File: src/hdl/hsfs_cfg.svh
// Offsets, reset values and timing counts of the hot-swap fault sequencer
`ifndef HSFS_CFG_SVH
`define HSFS_CFG_SVH

// Clock and prescaled tick
`define HSFS_CLK_PERIOD_NS   10
`define HSFS_TICK_NS         1000
`define HSFS_TICK_CYC        (`HSFS_TICK_NS / `HSFS_CLK_PERIOD_NS)

// Delays in microseconds, one tick each, and the retry delay as a multiple of startup
`define HSFS_LOCK_DELAY_US   37500
`define HSFS_START_DEF_US    9000
`define HSFS_START_MIN_US    400
`define HSFS_START_MAX_US    50000
`define HSFS_RETRY_MULT      64
`define HSFS_SLOW_MIN_US     110
`define HSFS_SLOW_MAX_US     3000
`define HSFS_LATCH_CLR_US    100
`define HSFS_MON_FILT_US     20
`define HSFS_PG_DELAY_US     750

// Fast trip response bound, rounded down to cycles
`define HSFS_FAST_RESP_NS    260
`define HSFS_FAST_RESP_CYC   (`HSFS_FAST_RESP_NS / `HSFS_CLK_PERIOD_NS)

// Register byte offsets
`define HSFS_CTRL_OFF        8'h00
`define HSFS_START_OFF       8'h04
`define HSFS_STATUS_OFF      8'h08

// Field positions
`define HSFS_CTRL_LATCH_BIT  0
`define HSFS_CTRL_MONL_BIT   1

// Bus responses
`define HSFS_RESP_OKAY       2'h0
`define HSFS_RESP_SLVERR     2'h2

`endif

File: src/hdl/hsfs_pkg.sv
// Types shared by the hot-swap fault sequencer modules
package hsfs_pkg;

	typedef enum logic [2:0] {
		HSFS_LOCKOUT,
		HSFS_IDLE,
		HSFS_STARTUP,
		HSFS_NORMAL,
		HSFS_RETRY,
		HSFS_LATCHED
	} hsfs_mode_e;

	typedef struct packed {
		logic [3:0] meta;
		logic [3:0] sync;
		logic [4:0] cnt;
		logic       fault;
	} hsfs_win_s;

	typedef struct packed {
		hsfs_mode_e  st;
		logic [6:0]  pre;
		logic        tick;
		logic [21:0] tmr;
		logic [6:0]  low_cnt;
		logic [1:0]  ok_mask;
		logic [11:0] slow_cnt;
		logic [10:0] meta;
		logic [10:0] sync;
		logic [2:0]  cause;
		logic [1:0]  chg;
		logic [1:0]  rgl;
		logic [1:0]  dis;
		logic        su_sel;
		logic        slow_en;
		logic        pg_drive;
		logic        pg_lvl;
		logic        ctl_lf;
		logic        ctl_lm;
		logic [15:0] t_start;
		logic        aw_rdy;
		logic        w_rdy;
		logic        aw_got;
		logic        w_got;
		logic [7:0]  awaddr;
		logic [31:0] wdata;
		logic [3:0]  wstrb;
		logic        bvalid;
		logic [1:0]  bresp;
		logic        ar_rdy;
		logic        rvalid;
		logic [1:0]  rresp;
		logic [31:0] rdata;
	} hsfs_state_s;

endpackage : hsfs_pkg

File: src/hdl/hsfs_win_if.sv
// Carrier between the sequencer and its window filter
`timescale 1ns/100ps
interface hsfs_win_if;
	logic       tick;
	logic       arm;
	logic [3:0] raw;
	logic       fault;

	modport filt (input tick, input arm, input raw, output fault);
	modport user (output tick, output arm, output raw, input fault);
endinterface : hsfs_win_if

File: src/hdl/hsfs_win_filt.sv
// Window comparator synchroniser and glitch filter
`timescale 1ns/100ps
`include "hsfs_cfg.svh"
module hsfs_win_filt #(
	parameter logic [4:0] FILT_TICKS = 5'(`HSFS_MON_FILT_US)
) (
	input  wire logic clk_i,
	input  wire logic sys_rst_i,
	hsfs_win_if.filt  win
);
	hsfs_pkg::hsfs_win_s s;
	hsfs_pkg::hsfs_win_s next_s;

	// Excursion must stay out of window for the whole filter time
	always_comb
	begin
		next_s      = s;
		next_s.meta = win.raw;
		next_s.sync = s.meta;
		if (!win.arm || s.sync == 4'h0)
			next_s.cnt = 5'h00;
		else if (win.tick && s.cnt < FILT_TICKS)
			next_s.cnt = s.cnt + 5'h01;
		next_s.fault = win.arm && (s.sync != 4'h0) && (s.cnt >= FILT_TICKS);
	end

	always_ff @(posedge clk_i)
	begin
		if (sys_rst_i)
			s <= '0;
		else
			s <= next_s;
	end

	assign win.fault = s.fault;

	a_filt_min_width: assert property (@(posedge clk_i) disable iff (sys_rst_i)
		$rose(s.fault) |-> $past(s.cnt) >= FILT_TICKS)
		else $error("window fault raised before filter time");
endmodule : hsfs_win_filt

File: src/hdl/hsfs_seq.sv
// Hot-swap fault sequencer top with its register slave
`timescale 1ns/100ps
`include "hsfs_cfg.svh"
// What this block does
// - Slow comparator ignored during startup
// - Startup end enables slow comparator, normal
// - Slow trip qualified 110us to 3ms
// - Slow fault: power-good low, strong discharge
// - Fast trip in startup regulates gate
// - Fast trip in normal faults at once
// - Gates off until lockout delay qualified
// - Both supplies low restarts lockout, startup
// - Latched: clear on enable off, 100us dip
// - Autoretry restarts after 64 startup intervals
// - Enable low never shortens retry delay
// - Supply dip aborts retry delay
// - Window monitors armed only after startup
// - Latching monitor latches, discharges both gates
// - Reporting monitor only lowers power-good
// - Window excursions under 20us ignored
// - Power-good low when off or faulted
// - Power-good released 0.75ms into normal
// - Startup needs lockout, enable, no fault
// - Startup interval 9ms, settable 0.4-50ms
// - Three-level enable selects channels
module hsfs_seq #(
	parameter int unsigned TICK_CYCLES  = `HSFS_TICK_CYC,
	parameter int unsigned LOCK_US      = `HSFS_LOCK_DELAY_US,
	parameter int unsigned SLOW_MIN_US  = `HSFS_SLOW_MIN_US,
	parameter int unsigned SLOW_MAX_US  = `HSFS_SLOW_MAX_US,
	parameter int unsigned LATCH_CLR_US = `HSFS_LATCH_CLR_US,
	parameter int unsigned PG_US        = `HSFS_PG_DELAY_US,
	parameter int unsigned MON_FILT_US  = `HSFS_MON_FILT_US
) (
	input  wire logic        clk_i,
	input  wire logic        sys_rst_i,
	input  wire logic        supply1_lockout_ok_i,
	input  wire logic        supply2_lockout_ok_i,
	input  wire logic        enable_above_off_i,
	input  wire logic        enable_ch1_i,
	input  wire logic        enable_ch2_i,
	input  wire logic [1:0]  slow_trip_i,
	input  wire logic [1:0]  slow_trip_hard_i,
	input  wire logic [1:0]  fast_trip_i,
	input  wire logic [1:0]  out1_window_input_i,
	input  wire logic [1:0]  out2_window_input_i,
	output logic [1:0]       gate_charge_o,
	output logic [1:0]       gate_regulate_o,
	output logic [1:0]       gate_discharge_o,
	output logic             startup_limit_sel_o,
	output logic             slow_cmp_enable_o,
	output logic             power_ok_status_o,
	output logic             power_ok_status_oe_o,
	input  wire logic        s_axi_awvalid,
	output logic             s_axi_awready,
	input  wire logic [7:0]  s_axi_awaddr,
	input  wire logic [2:0]  s_axi_awprot,
	input  wire logic        s_axi_wvalid,
	output logic             s_axi_wready,
	input  wire logic [31:0] s_axi_wdata,
	input  wire logic [3:0]  s_axi_wstrb,
	output logic             s_axi_bvalid,
	input  wire logic        s_axi_bready,
	output logic [1:0]       s_axi_bresp,
	input  wire logic        s_axi_arvalid,
	output logic             s_axi_arready,
	input  wire logic [7:0]  s_axi_araddr,
	input  wire logic [2:0]  s_axi_arprot,
	output logic             s_axi_rvalid,
	input  wire logic        s_axi_rready,
	output logic [31:0]      s_axi_rdata,
	output logic [1:0]       s_axi_rresp
);
	hsfs_pkg::hsfs_state_s s;
	hsfs_pkg::hsfs_state_s next_s;
	hsfs_win_if            win ();

	logic        sup1;
	logic        sup2;
	logic        on_min;
	logic        on1;
	logic        on2;
	logic [1:0]  slow_s;
	logic [1:0]  hard_s;
	logic [1:0]  fast_s;
	logic        both_low;
	logic [11:0] slow_thr;
	logic        slow_hit;
	logic        fault_oc;
	logic        mon_lat;
	logic [21:0] start_ticks;
	logic [21:0] retry_ticks;
	logic [1:0]  reg_req;
	logic        running;
	logic [15:0] start_wr;

	// Synchronised pin view, second stage only
	assign fast_s   = s.sync[1:0];
	assign slow_s   = s.sync[3:2];
	assign hard_s   = s.sync[5:4];
	assign on2      = s.sync[6];
	assign on1      = s.sync[7];
	assign on_min   = s.sync[8];
	assign sup1     = s.sync[9];
	assign sup2     = s.sync[10];
	assign both_low = !sup1 && !sup2;

	// Larger overdrive qualifies sooner
	assign slow_thr    = (hard_s != 2'h0) ? 12'(SLOW_MIN_US) : 12'(SLOW_MAX_US);
	assign slow_hit    = (slow_s != 2'h0) && (s.slow_cnt >= slow_thr);
	assign fault_oc    = slow_hit || (fast_s != 2'h0);
	assign mon_lat     = win.fault && s.ctl_lm;
	assign start_ticks = 22'(s.t_start);
	assign retry_ticks = 22'(s.t_start) * 22'(`HSFS_RETRY_MULT);
	assign running     = (s.st == hsfs_pkg::HSFS_STARTUP) || (s.st == hsfs_pkg::HSFS_NORMAL);
	assign reg_req     = (s.st == hsfs_pkg::HSFS_STARTUP) ? (fast_s & {on2, on1}) : 2'h0;

	// Window filter feed; raw pins are synchronised inside
	assign win.tick = s.tick;
	assign win.arm  = (s.st == hsfs_pkg::HSFS_NORMAL);
	assign win.raw  = {out2_window_input_i, out1_window_input_i};

	hsfs_win_filt #(
		.FILT_TICKS (5'(MON_FILT_US))
	) u_win (
		.clk_i     (clk_i),
		.sys_rst_i (sys_rst_i),
		.win       (win.filt)
	);

	// Start time write with byte lanes, clamped to the legal span
	always_comb
	begin
		start_wr = s.t_start;
		if (s.wstrb[0])
			start_wr[7:0] = s.wdata[7:0];
		if (s.wstrb[1])
			start_wr[15:8] = s.wdata[15:8];
		if (start_wr < 16'(`HSFS_START_MIN_US))
			start_wr = 16'(`HSFS_START_MIN_US);
		else if (start_wr > 16'(`HSFS_START_MAX_US))
			start_wr = 16'(`HSFS_START_MAX_US);
	end

	// Sequencer, timers and register slave in one next-state image
	always_comb
	begin
		next_s      = s;
		next_s.meta = {supply2_lockout_ok_i, supply1_lockout_ok_i, enable_above_off_i, enable_ch1_i,
			enable_ch2_i, slow_trip_hard_i, slow_trip_i, fast_trip_i};
		next_s.sync = s.meta;

		// One microsecond tick drives every delay
		next_s.tick = 1'b0;
		if (s.pre >= 7'(TICK_CYCLES - 1))
		begin
			next_s.pre  = 7'h00;
			next_s.tick = 1'b1;
		end
		else
			next_s.pre = s.pre + 7'h01;

		// State timer saturates instead of wrapping
		if (s.tick && s.tmr != 22'h3FFFFF)
			next_s.tmr = s.tmr + 22'h000001;

		// Dip timer counts only supplies that were good at the fault
		if ((s.ok_mask & ~{sup2, sup1}) == 2'h0)
			next_s.low_cnt = 7'h00;
		else if (s.tick && s.low_cnt < 7'(LATCH_CLR_US))
			next_s.low_cnt = s.low_cnt + 7'h01;

		// Overcurrent integrator runs only in normal operation
		if (s.st == hsfs_pkg::HSFS_NORMAL && slow_s != 2'h0)
		begin
			if (s.tick && s.slow_cnt < 12'(SLOW_MAX_US))
				next_s.slow_cnt = s.slow_cnt + 12'h001;
		end
		else
			next_s.slow_cnt = 12'h000;

		case (s.st)
			hsfs_pkg::HSFS_LOCKOUT:
			begin
				if (sup1 || sup2)
				begin
					if (s.tmr >= 22'(LOCK_US))
						next_s.st = hsfs_pkg::HSFS_IDLE;
				end
				else
					next_s.tmr = 22'h000000;
			end
			hsfs_pkg::HSFS_IDLE:
			begin
				if (on1)
				begin
					next_s.st    = hsfs_pkg::HSFS_STARTUP;
					next_s.cause = 3'h0;
				end
			end
			hsfs_pkg::HSFS_STARTUP:
			begin
				if (!on1)
					next_s.st = hsfs_pkg::HSFS_IDLE;
				else if (s.tmr >= start_ticks)
					next_s.st = hsfs_pkg::HSFS_NORMAL;
			end
			hsfs_pkg::HSFS_NORMAL:
			begin
				if (fault_oc || mon_lat)
				begin
					// Monitor latch wins over autoretry
					next_s.st      = (s.ctl_lf || mon_lat) ? hsfs_pkg::HSFS_LATCHED : hsfs_pkg::HSFS_RETRY;
					next_s.cause   = {mon_lat, fast_s != 2'h0, slow_hit};
					next_s.ok_mask = {sup2, sup1};
					next_s.low_cnt = 7'h00;
				end
				else if (!on1)
					next_s.st = hsfs_pkg::HSFS_IDLE;
			end
			hsfs_pkg::HSFS_RETRY:
			begin
				// Enable level is deliberately not looked at here
				if (s.tmr >= retry_ticks)
					next_s.st = hsfs_pkg::HSFS_IDLE;
			end
			hsfs_pkg::HSFS_LATCHED:
			begin
				if (!on_min)
					next_s.st = hsfs_pkg::HSFS_IDLE;
				else if (s.low_cnt >= 7'(LATCH_CLR_US))
					next_s.st = hsfs_pkg::HSFS_LOCKOUT;
			end
			default:
				next_s.st = hsfs_pkg::HSFS_LOCKOUT;
		endcase

		// Loss of both supplies restarts qualification, latch waits for dip time
		if (both_low && s.st != hsfs_pkg::HSFS_LATCHED)
			next_s.st = hsfs_pkg::HSFS_LOCKOUT;
		if (next_s.st != s.st)
			next_s.tmr = 22'h000000;

		// Gate commands per channel
		next_s.chg     = running ? ({on2, on1} & ~reg_req) : 2'h0;
		next_s.rgl     = reg_req;
		next_s.dis     = (s.st == hsfs_pkg::HSFS_RETRY || s.st == hsfs_pkg::HSFS_LATCHED) ? 2'h3 : 2'h0;
		next_s.su_sel  = (s.st == hsfs_pkg::HSFS_STARTUP);
		next_s.slow_en = (s.st == hsfs_pkg::HSFS_NORMAL);

		// Power-good released only in settled fault-free normal operation
		next_s.pg_drive = !((s.st == hsfs_pkg::HSFS_NORMAL) && (s.tmr >= 22'(PG_US)) && on1 &&
			!win.fault && !fault_oc);
		next_s.pg_lvl   = 1'b0;

		// Write address and data are taken in either order
		if (s_axi_awvalid && s.aw_rdy)
		begin
			next_s.aw_got = 1'b1;
			next_s.awaddr = s_axi_awaddr;
		end
		if (s_axi_wvalid && s.w_rdy)
		begin
			next_s.w_got = 1'b1;
			next_s.wdata = s_axi_wdata;
			next_s.wstrb = s_axi_wstrb;
		end
		if (s.aw_got && s.w_got && !s.bvalid)
		begin
			next_s.aw_got = 1'b0;
			next_s.w_got  = 1'b0;
			next_s.bvalid = 1'b1;
			next_s.bresp  = `HSFS_RESP_OKAY;
			case (s.awaddr)
				`HSFS_CTRL_OFF:
				begin
					if (s.wstrb[0])
					begin
						next_s.ctl_lf = s.wdata[`HSFS_CTRL_LATCH_BIT];
						next_s.ctl_lm = s.wdata[`HSFS_CTRL_MONL_BIT];
					end
				end
				`HSFS_START_OFF:
					next_s.t_start = start_wr;
				`HSFS_STATUS_OFF:
					next_s.bresp = `HSFS_RESP_OKAY;
				default:
					next_s.bresp = `HSFS_RESP_SLVERR;
			endcase
		end
		if (s.bvalid && s_axi_bready)
			next_s.bvalid = 1'b0;
		next_s.aw_rdy = !next_s.aw_got && !next_s.bvalid;
		next_s.w_rdy  = !next_s.w_got && !next_s.bvalid;

		// Read data are captured at address acceptance
		if (s_axi_arvalid && s.ar_rdy)
		begin
			next_s.rvalid = 1'b1;
			next_s.rresp  = `HSFS_RESP_OKAY;
			case (s_axi_araddr)
				`HSFS_CTRL_OFF:
					next_s.rdata = {30'h00000000, s.ctl_lm, s.ctl_lf};
				`HSFS_START_OFF:
					next_s.rdata = {16'h0000, s.t_start};
				`HSFS_STATUS_OFF:
					next_s.rdata = {22'h000000, s.cause, s.pg_drive, sup2, sup1, win.fault, s.st};
				default:
				begin
					next_s.rdata = 32'h00000000;
					next_s.rresp = `HSFS_RESP_SLVERR;
				end
			endcase
		end
		if (s.rvalid && s_axi_rready)
			next_s.rvalid = 1'b0;
		next_s.ar_rdy = !next_s.rvalid;
	end

	// Power-good held low through reset
	always_ff @(posedge clk_i)
	begin
		if (sys_rst_i)
		begin
			s          <= '0;
			s.st       <= hsfs_pkg::HSFS_LOCKOUT;
			s.t_start  <= 16'(`HSFS_START_DEF_US);
			s.pg_drive <= 1'b1;
		end
		else
			s <= next_s;
	end

	// Every output straight from the state image
	assign gate_charge_o        = s.chg;
	assign gate_regulate_o      = s.rgl;
	assign gate_discharge_o     = s.dis;
	assign startup_limit_sel_o  = s.su_sel;
	assign slow_cmp_enable_o    = s.slow_en;
	assign power_ok_status_o    = s.pg_lvl;
	assign power_ok_status_oe_o = s.pg_drive;
	assign s_axi_awready        = s.aw_rdy;
	assign s_axi_wready         = s.w_rdy;
	assign s_axi_bvalid         = s.bvalid;
	assign s_axi_bresp          = s.bresp;
	assign s_axi_arready        = s.ar_rdy;
	assign s_axi_rvalid         = s.rvalid;
	assign s_axi_rdata          = s.rdata;
	assign s_axi_rresp          = s.rresp;

	a_slow_held_off: assert property (@(posedge clk_i) disable iff (sys_rst_i)
		(s.st == hsfs_pkg::HSFS_STARTUP) |=> (s.slow_cnt == 12'h000))
		else $error("slow integrator ran during startup");

	a_slow_enabled: assert property (@(posedge clk_i) disable iff (sys_rst_i)
		(s.st == hsfs_pkg::HSFS_NORMAL) |=> s.slow_en)
		else $error("slow comparator not enabled in normal");

	a_slow_floor: assert property (@(posedge clk_i) disable iff (sys_rst_i)
		$rose(s.cause[0]) |-> ($past(s.slow_cnt) >= 12'(SLOW_MIN_US)))
		else $error("slow fault before minimum qualify time");

	a_fault_discharge: assert property (@(posedge clk_i) disable iff (sys_rst_i)
		(s.st == hsfs_pkg::HSFS_RETRY || s.st == hsfs_pkg::HSFS_LATCHED) |=> (s.dis == 2'h3 && s.pg_drive))
		else $error("fault state without strong discharge");

	a_fast_response: assert property (@(posedge clk_i) disable iff (sys_rst_i)
		(s.st == hsfs_pkg::HSFS_NORMAL && fast_s != 2'h0) |-> ##2 (s.dis == 2'h3 && s.chg == 2'h0))
		else $error("fast trip not answered in time");

	a_startup_regulate: assert property (@(posedge clk_i) disable iff (sys_rst_i)
		(s.st == hsfs_pkg::HSFS_STARTUP && fast_s[0] && on1) |=> (s.rgl[0] && !s.chg[0] && s.dis == 2'h0))
		else $error("startup fast trip did not regulate");

	a_lockout_gates: assert property (@(posedge clk_i) disable iff (sys_rst_i)
		(s.st == hsfs_pkg::HSFS_LOCKOUT) |=> (s.chg == 2'h0))
		else $error("gate charged during lockout");

	a_dip_restart: assert property (@(posedge clk_i) disable iff (sys_rst_i)
		(both_low && s.st != hsfs_pkg::HSFS_LATCHED) |=> (s.st == hsfs_pkg::HSFS_LOCKOUT && s.tmr == 22'h000000))
		else $error("supply dip did not restart lockout");

	a_retry_hold: assert property (@(posedge clk_i) disable iff (sys_rst_i)
		(s.st == hsfs_pkg::HSFS_RETRY && !on_min && !both_low && s.tmr < retry_ticks) |=>
		(s.st == hsfs_pkg::HSFS_RETRY))
		else $error("enable low shortened retry delay");

	a_pg_low_off: assert property (@(posedge clk_i) disable iff (sys_rst_i)
		(s.st != hsfs_pkg::HSFS_NORMAL || !on1) |=> s.pg_drive)
		else $error("power-good released outside normal");

	a_pg_release: assert property (@(posedge clk_i) disable iff (sys_rst_i)
		$fell(s.pg_drive) |-> ($past(s.st) == hsfs_pkg::HSFS_NORMAL && $past(s.tmr) >= 22'(PG_US)))
		else $error("power-good released too early");

	a_report_only: assert property (@(posedge clk_i) disable iff (sys_rst_i)
		(s.st == hsfs_pkg::HSFS_NORMAL && win.fault && !s.ctl_lm && !fault_oc && on1) |=>
		(s.st == hsfs_pkg::HSFS_NORMAL && s.pg_drive))
		else $error("reporting monitor disturbed gates");
endmodule : hsfs_seq

File: config.mk
export PLATFORM = sky130hd
export DESIGN_NAME = hsfs_seq
export DESIGN_NICKNAME = d
export VERILOG_FILES = /design/src/hdl/hsfs_pkg.sv /design/src/hdl/hsfs_win_if.sv /design/src/hdl/hsfs_win_filt.sv /design/src/hdl/hsfs_seq.sv
export VERILOG_INCLUDE_DIRS = /design/src /design/src/hdl
export SDC_FILE = /design/constraint.sdc
export NUM_CORES = 1
export LEC_CHECK = 0
export BUFFER_PORTS_ARGS = -buffer_cell sky130_fd_sc_hd__buf_2
export CAP_MARGIN = 20
export CORE_AREA = 2 2 111 140
export CTS_BUF_LIST = sky130_fd_sc_hd__clkbuf_16
export CTS_CLUSTER_SIZE = 40
export DETAILED_ROUTE_END_ITERATION = 10
export DIE_AREA = 0 0 113 142
export GPL_ROUTABILITY_DRIVEN = 0
export PLACE_DENSITY = 0.88
export RECOVER_POWER = 25
export SYNTH_ARGS = -nofsm -noshare
export SYNTH_HDL_FRONTEND = slang
export SYNTH_SLANG_ARGS = --single-unit
File: constraint.sdc
create_clock -name clk_i -period 4 [get_ports clk_i]
set_clock_uncertainty 0.2 [all_clocks]
set_input_delay 0 -clock clk_i [delete_from_list [all_inputs] [get_ports clk_i]]
set_output_delay 0 -clock clk_i [all_outputs]
set_load 0.01 [all_outputs]
==> metrics.csv <==
stage,metric,value,unit
status,status,"complete, but fails checks",
status,violations,DRC,
clock_tree,clk-insertion-delay-late,440,ps
worst_setup_path,critPathMaxFanout,22,
clock_tree,cts_sinks,170,
route,drt-initial-drc-count,592,
place,dp_hpwl,13100,um
die,core_area,14800,um^2
worst_setup_path,timing.rr.end,s[181],
min_path,holdPathStages,6,
worst_setup_path,regToRegStartpoint,hard_s[1],
synth,yosysMostFrequentCell,dfxtp_1,
grt,grt_max_degree,75,
worst_setup_path,crit_type,flop to flop,
worst_setup_path,rr_worst_depth,11,
worst_setup_path,worstSetupStartpointType,flop,
grt,track_usage,27.5,%
clock_tree,clkTransAtPathRegs,70,ps
sta,drv_slew,0,
synth,ys_top_cells_by_count,"dfxtp_1 (170), nor2_1 (109), nand2_1 (104), a21oi_1 (69), ha_1 (47)",
die,ioPinCount,131,
route,vias,7495,
synth,synth_edf_count,0,
clock_tree,cts_setup_buffers,0,
die,die_h,142,um
sta,hold_viol_final,0,
synth,synthArstFlopShare,0,%
synth,syn_inst,963,
die,fp-row-count,50,
finish,nets,1215,
synth,synth.avg_cell_area,8.51,um^2
grt,antenna_found_initial,2,
synth,ys_ff_latch,170,
route,drc,1,
sta,finalCritPeriodShare,88.5,%
min_path,hold_path_end,s_axi_rdata[7],
min_path,min_path_type,input port to flop,
die,die_x,113,um
finish,syn_to_final_growth,19.4,%
route,routed_via_density,5.83,
synth,synth_top_area_share,41.5,%
clock_tree,cts_root_buffer,clkbuf_16,
sta,setup_viol,0,
route,ant_nets,0,
route,drt_wl_total,21800,um
finish,drive_gt1_share,11.0,%
synth,synth_cell_types,66,
worst_setup_path,regToRegSetupSlack,460,ps
die,initial_core_util,55.5,%
sta,fin_crit,3540,ps
synth,synth_top_area_cell,dfxtp_1,
synth,synth_area_leaders,"dfxtp_1 (42%), ha_1 (7.2%), nor2_1 (5.0%)",
clock_tree,clk_path_buf_depth,2,
run,drv_cap,0,
synth,synth-main-ff-cell,dfxtp_1,
clock_tree,cts_resized,0,
sta,holdWs,52.2,ps
synth,syn-cell-area,8200,um^2
place,io_buffer_count,87,
sta,relSlewSlack,10.4,%
min_path,worstHoldStart,s_axi_araddr[0],
worst_setup_path,startpoint,hard_s[1],
sta,fin_setup_tns,0,ps
grt,grt_pass1_wl,35300,um
worst_setup_path,cp_data_arrival_time,3650,ps
clock_tree,cts_tree,yes,
clock_tree,numCtsBuffers,17,
pwr,p_leak,3.78,nW
sta,rsz0062_at_grt,false,
grt,grt_pass1_vias,7309,
die,die_area,16000,um^2
grt,overflow,0,
clock_tree,htree_num_levels,4,
worst_setup_path,crit_required,4110,ps
sta,fmax,282,MHz
route,drt-wirelength-per-cell,17.0,um
clock_tree,holdBufCountCts,76,
pwr,peakVddDrop,0.000290,V
sta,worst_pin_slew,1340,ps
synth,yosysWarnings,0,
synth,ys_seq_area_share,41.5,%
pwr,power_density,366,nW/um^2
worst_setup_path,endpoint_kind,flop,
route,dr.pass1.iters,8,
[power by group]
group          internal [mW]  switching (mW)  leakage, nW  total (mW)
Sequential              1.73          0.0296         1.38        1.76
Clock                  0.866           0.734        0.268        1.60
Combinational          0.107           0.120         2.13       0.227
[registers in the layout (all words and copies together) (netlist names), 2 cells and up]
name,count
fast_s,2
gate_charge_o,2
gate_regulate_o,2
hard_s,2
next_s,11
s,106
s_axi_rdata,16
u_win.next_s,4
u_win.s,9
[how the worst max path moves through the flow]
stage,endpoint,cells past startpoint,slack [ps]
detailed placement,s[181],12,580
CTS,s[181],12,540
finish,s[181],11,460
global placement,s[181],12,700
global route,s[181],11,210
floorplan,s[162],11,990
[cell usage in the layout (no fill, tap or decap), types with 36 or more instances in the layout]
cell type	netlist	routed
nor2b_1	39	39
dfxtp_1	170	170
dlygate4sd3_1	0	76
nor2_1	109	109
nand3_1	38	38
buf_2	2	54
nand2_1	104	104
inv_1	36	36
ha_1	47	47
a21oi_1	69	69
[worst max-delay path, stage by stage (launching register included)]
cell	delay, ps
dfxtp_1	300
nor2_1	260
inv_1	200
ha_1	330
a211o_1	290
a221oi_1	250
a21oi_1	190
a2111oi_0	540
a2111o_1	250
xor2_2	140
buf_4	340
nor4_1	110
[layer usage]
layer	track usage (%)	up-vias	share of wire (%)
met5	0	-	0
met4	18.2	0	6.7
met3	5.20	123	5.3
met2	48.3	347	51
met1	30.0	3490	37
li1	-	3535	-
[kinds of logic (layout without fill, tap and decap cells)]
| family | after synthesis | after routing | synth area share, % |
|---|---|---|---|
| buffers and inverters | 120 | 240 | 7.68 |
| DFF | 170 | 170 | 41.5 |
| muxes | 8 | 8 | 0.977 |
| and+or+nand+nor | 410 | 410 | 25.1 |
| xor gates and xnor gates | 43 | 43 | 4.59 |
| adders and majority gates | 47 | 47 | 7.17 |
| other | 1 | 21 | 0.0458 |
| AOI/OAI and AO/OA | 164 | 164 | 12.9 |
[cell type report]
type	instances	area [um^2]
flip-flops and latches	170	3400
clock buffers	17	425
multi-input cells	691	4240
fillers	1071	4970
inverters	39	146
well taps	182	228
clock inverters	15	145
diodes	2	5.00
repair buffers	169	1200
[through the flow]
step	setup slack [ps]	cell area [um^2]	cells	power, mW	util (%)
after floorplan	993	8260	981	1.91	-
final	459	9790	1285	3.59	66.3
after global placement	699	8490	1174	1.95	57.5
after detailed placement	585	8490	1174	1.95	57.5
after CTS	536	9820	1282	3.56	66.5
after global routing	207	9790	1285	3.68	66.3
Note: power is estimated with default switching activity, not from simulation.
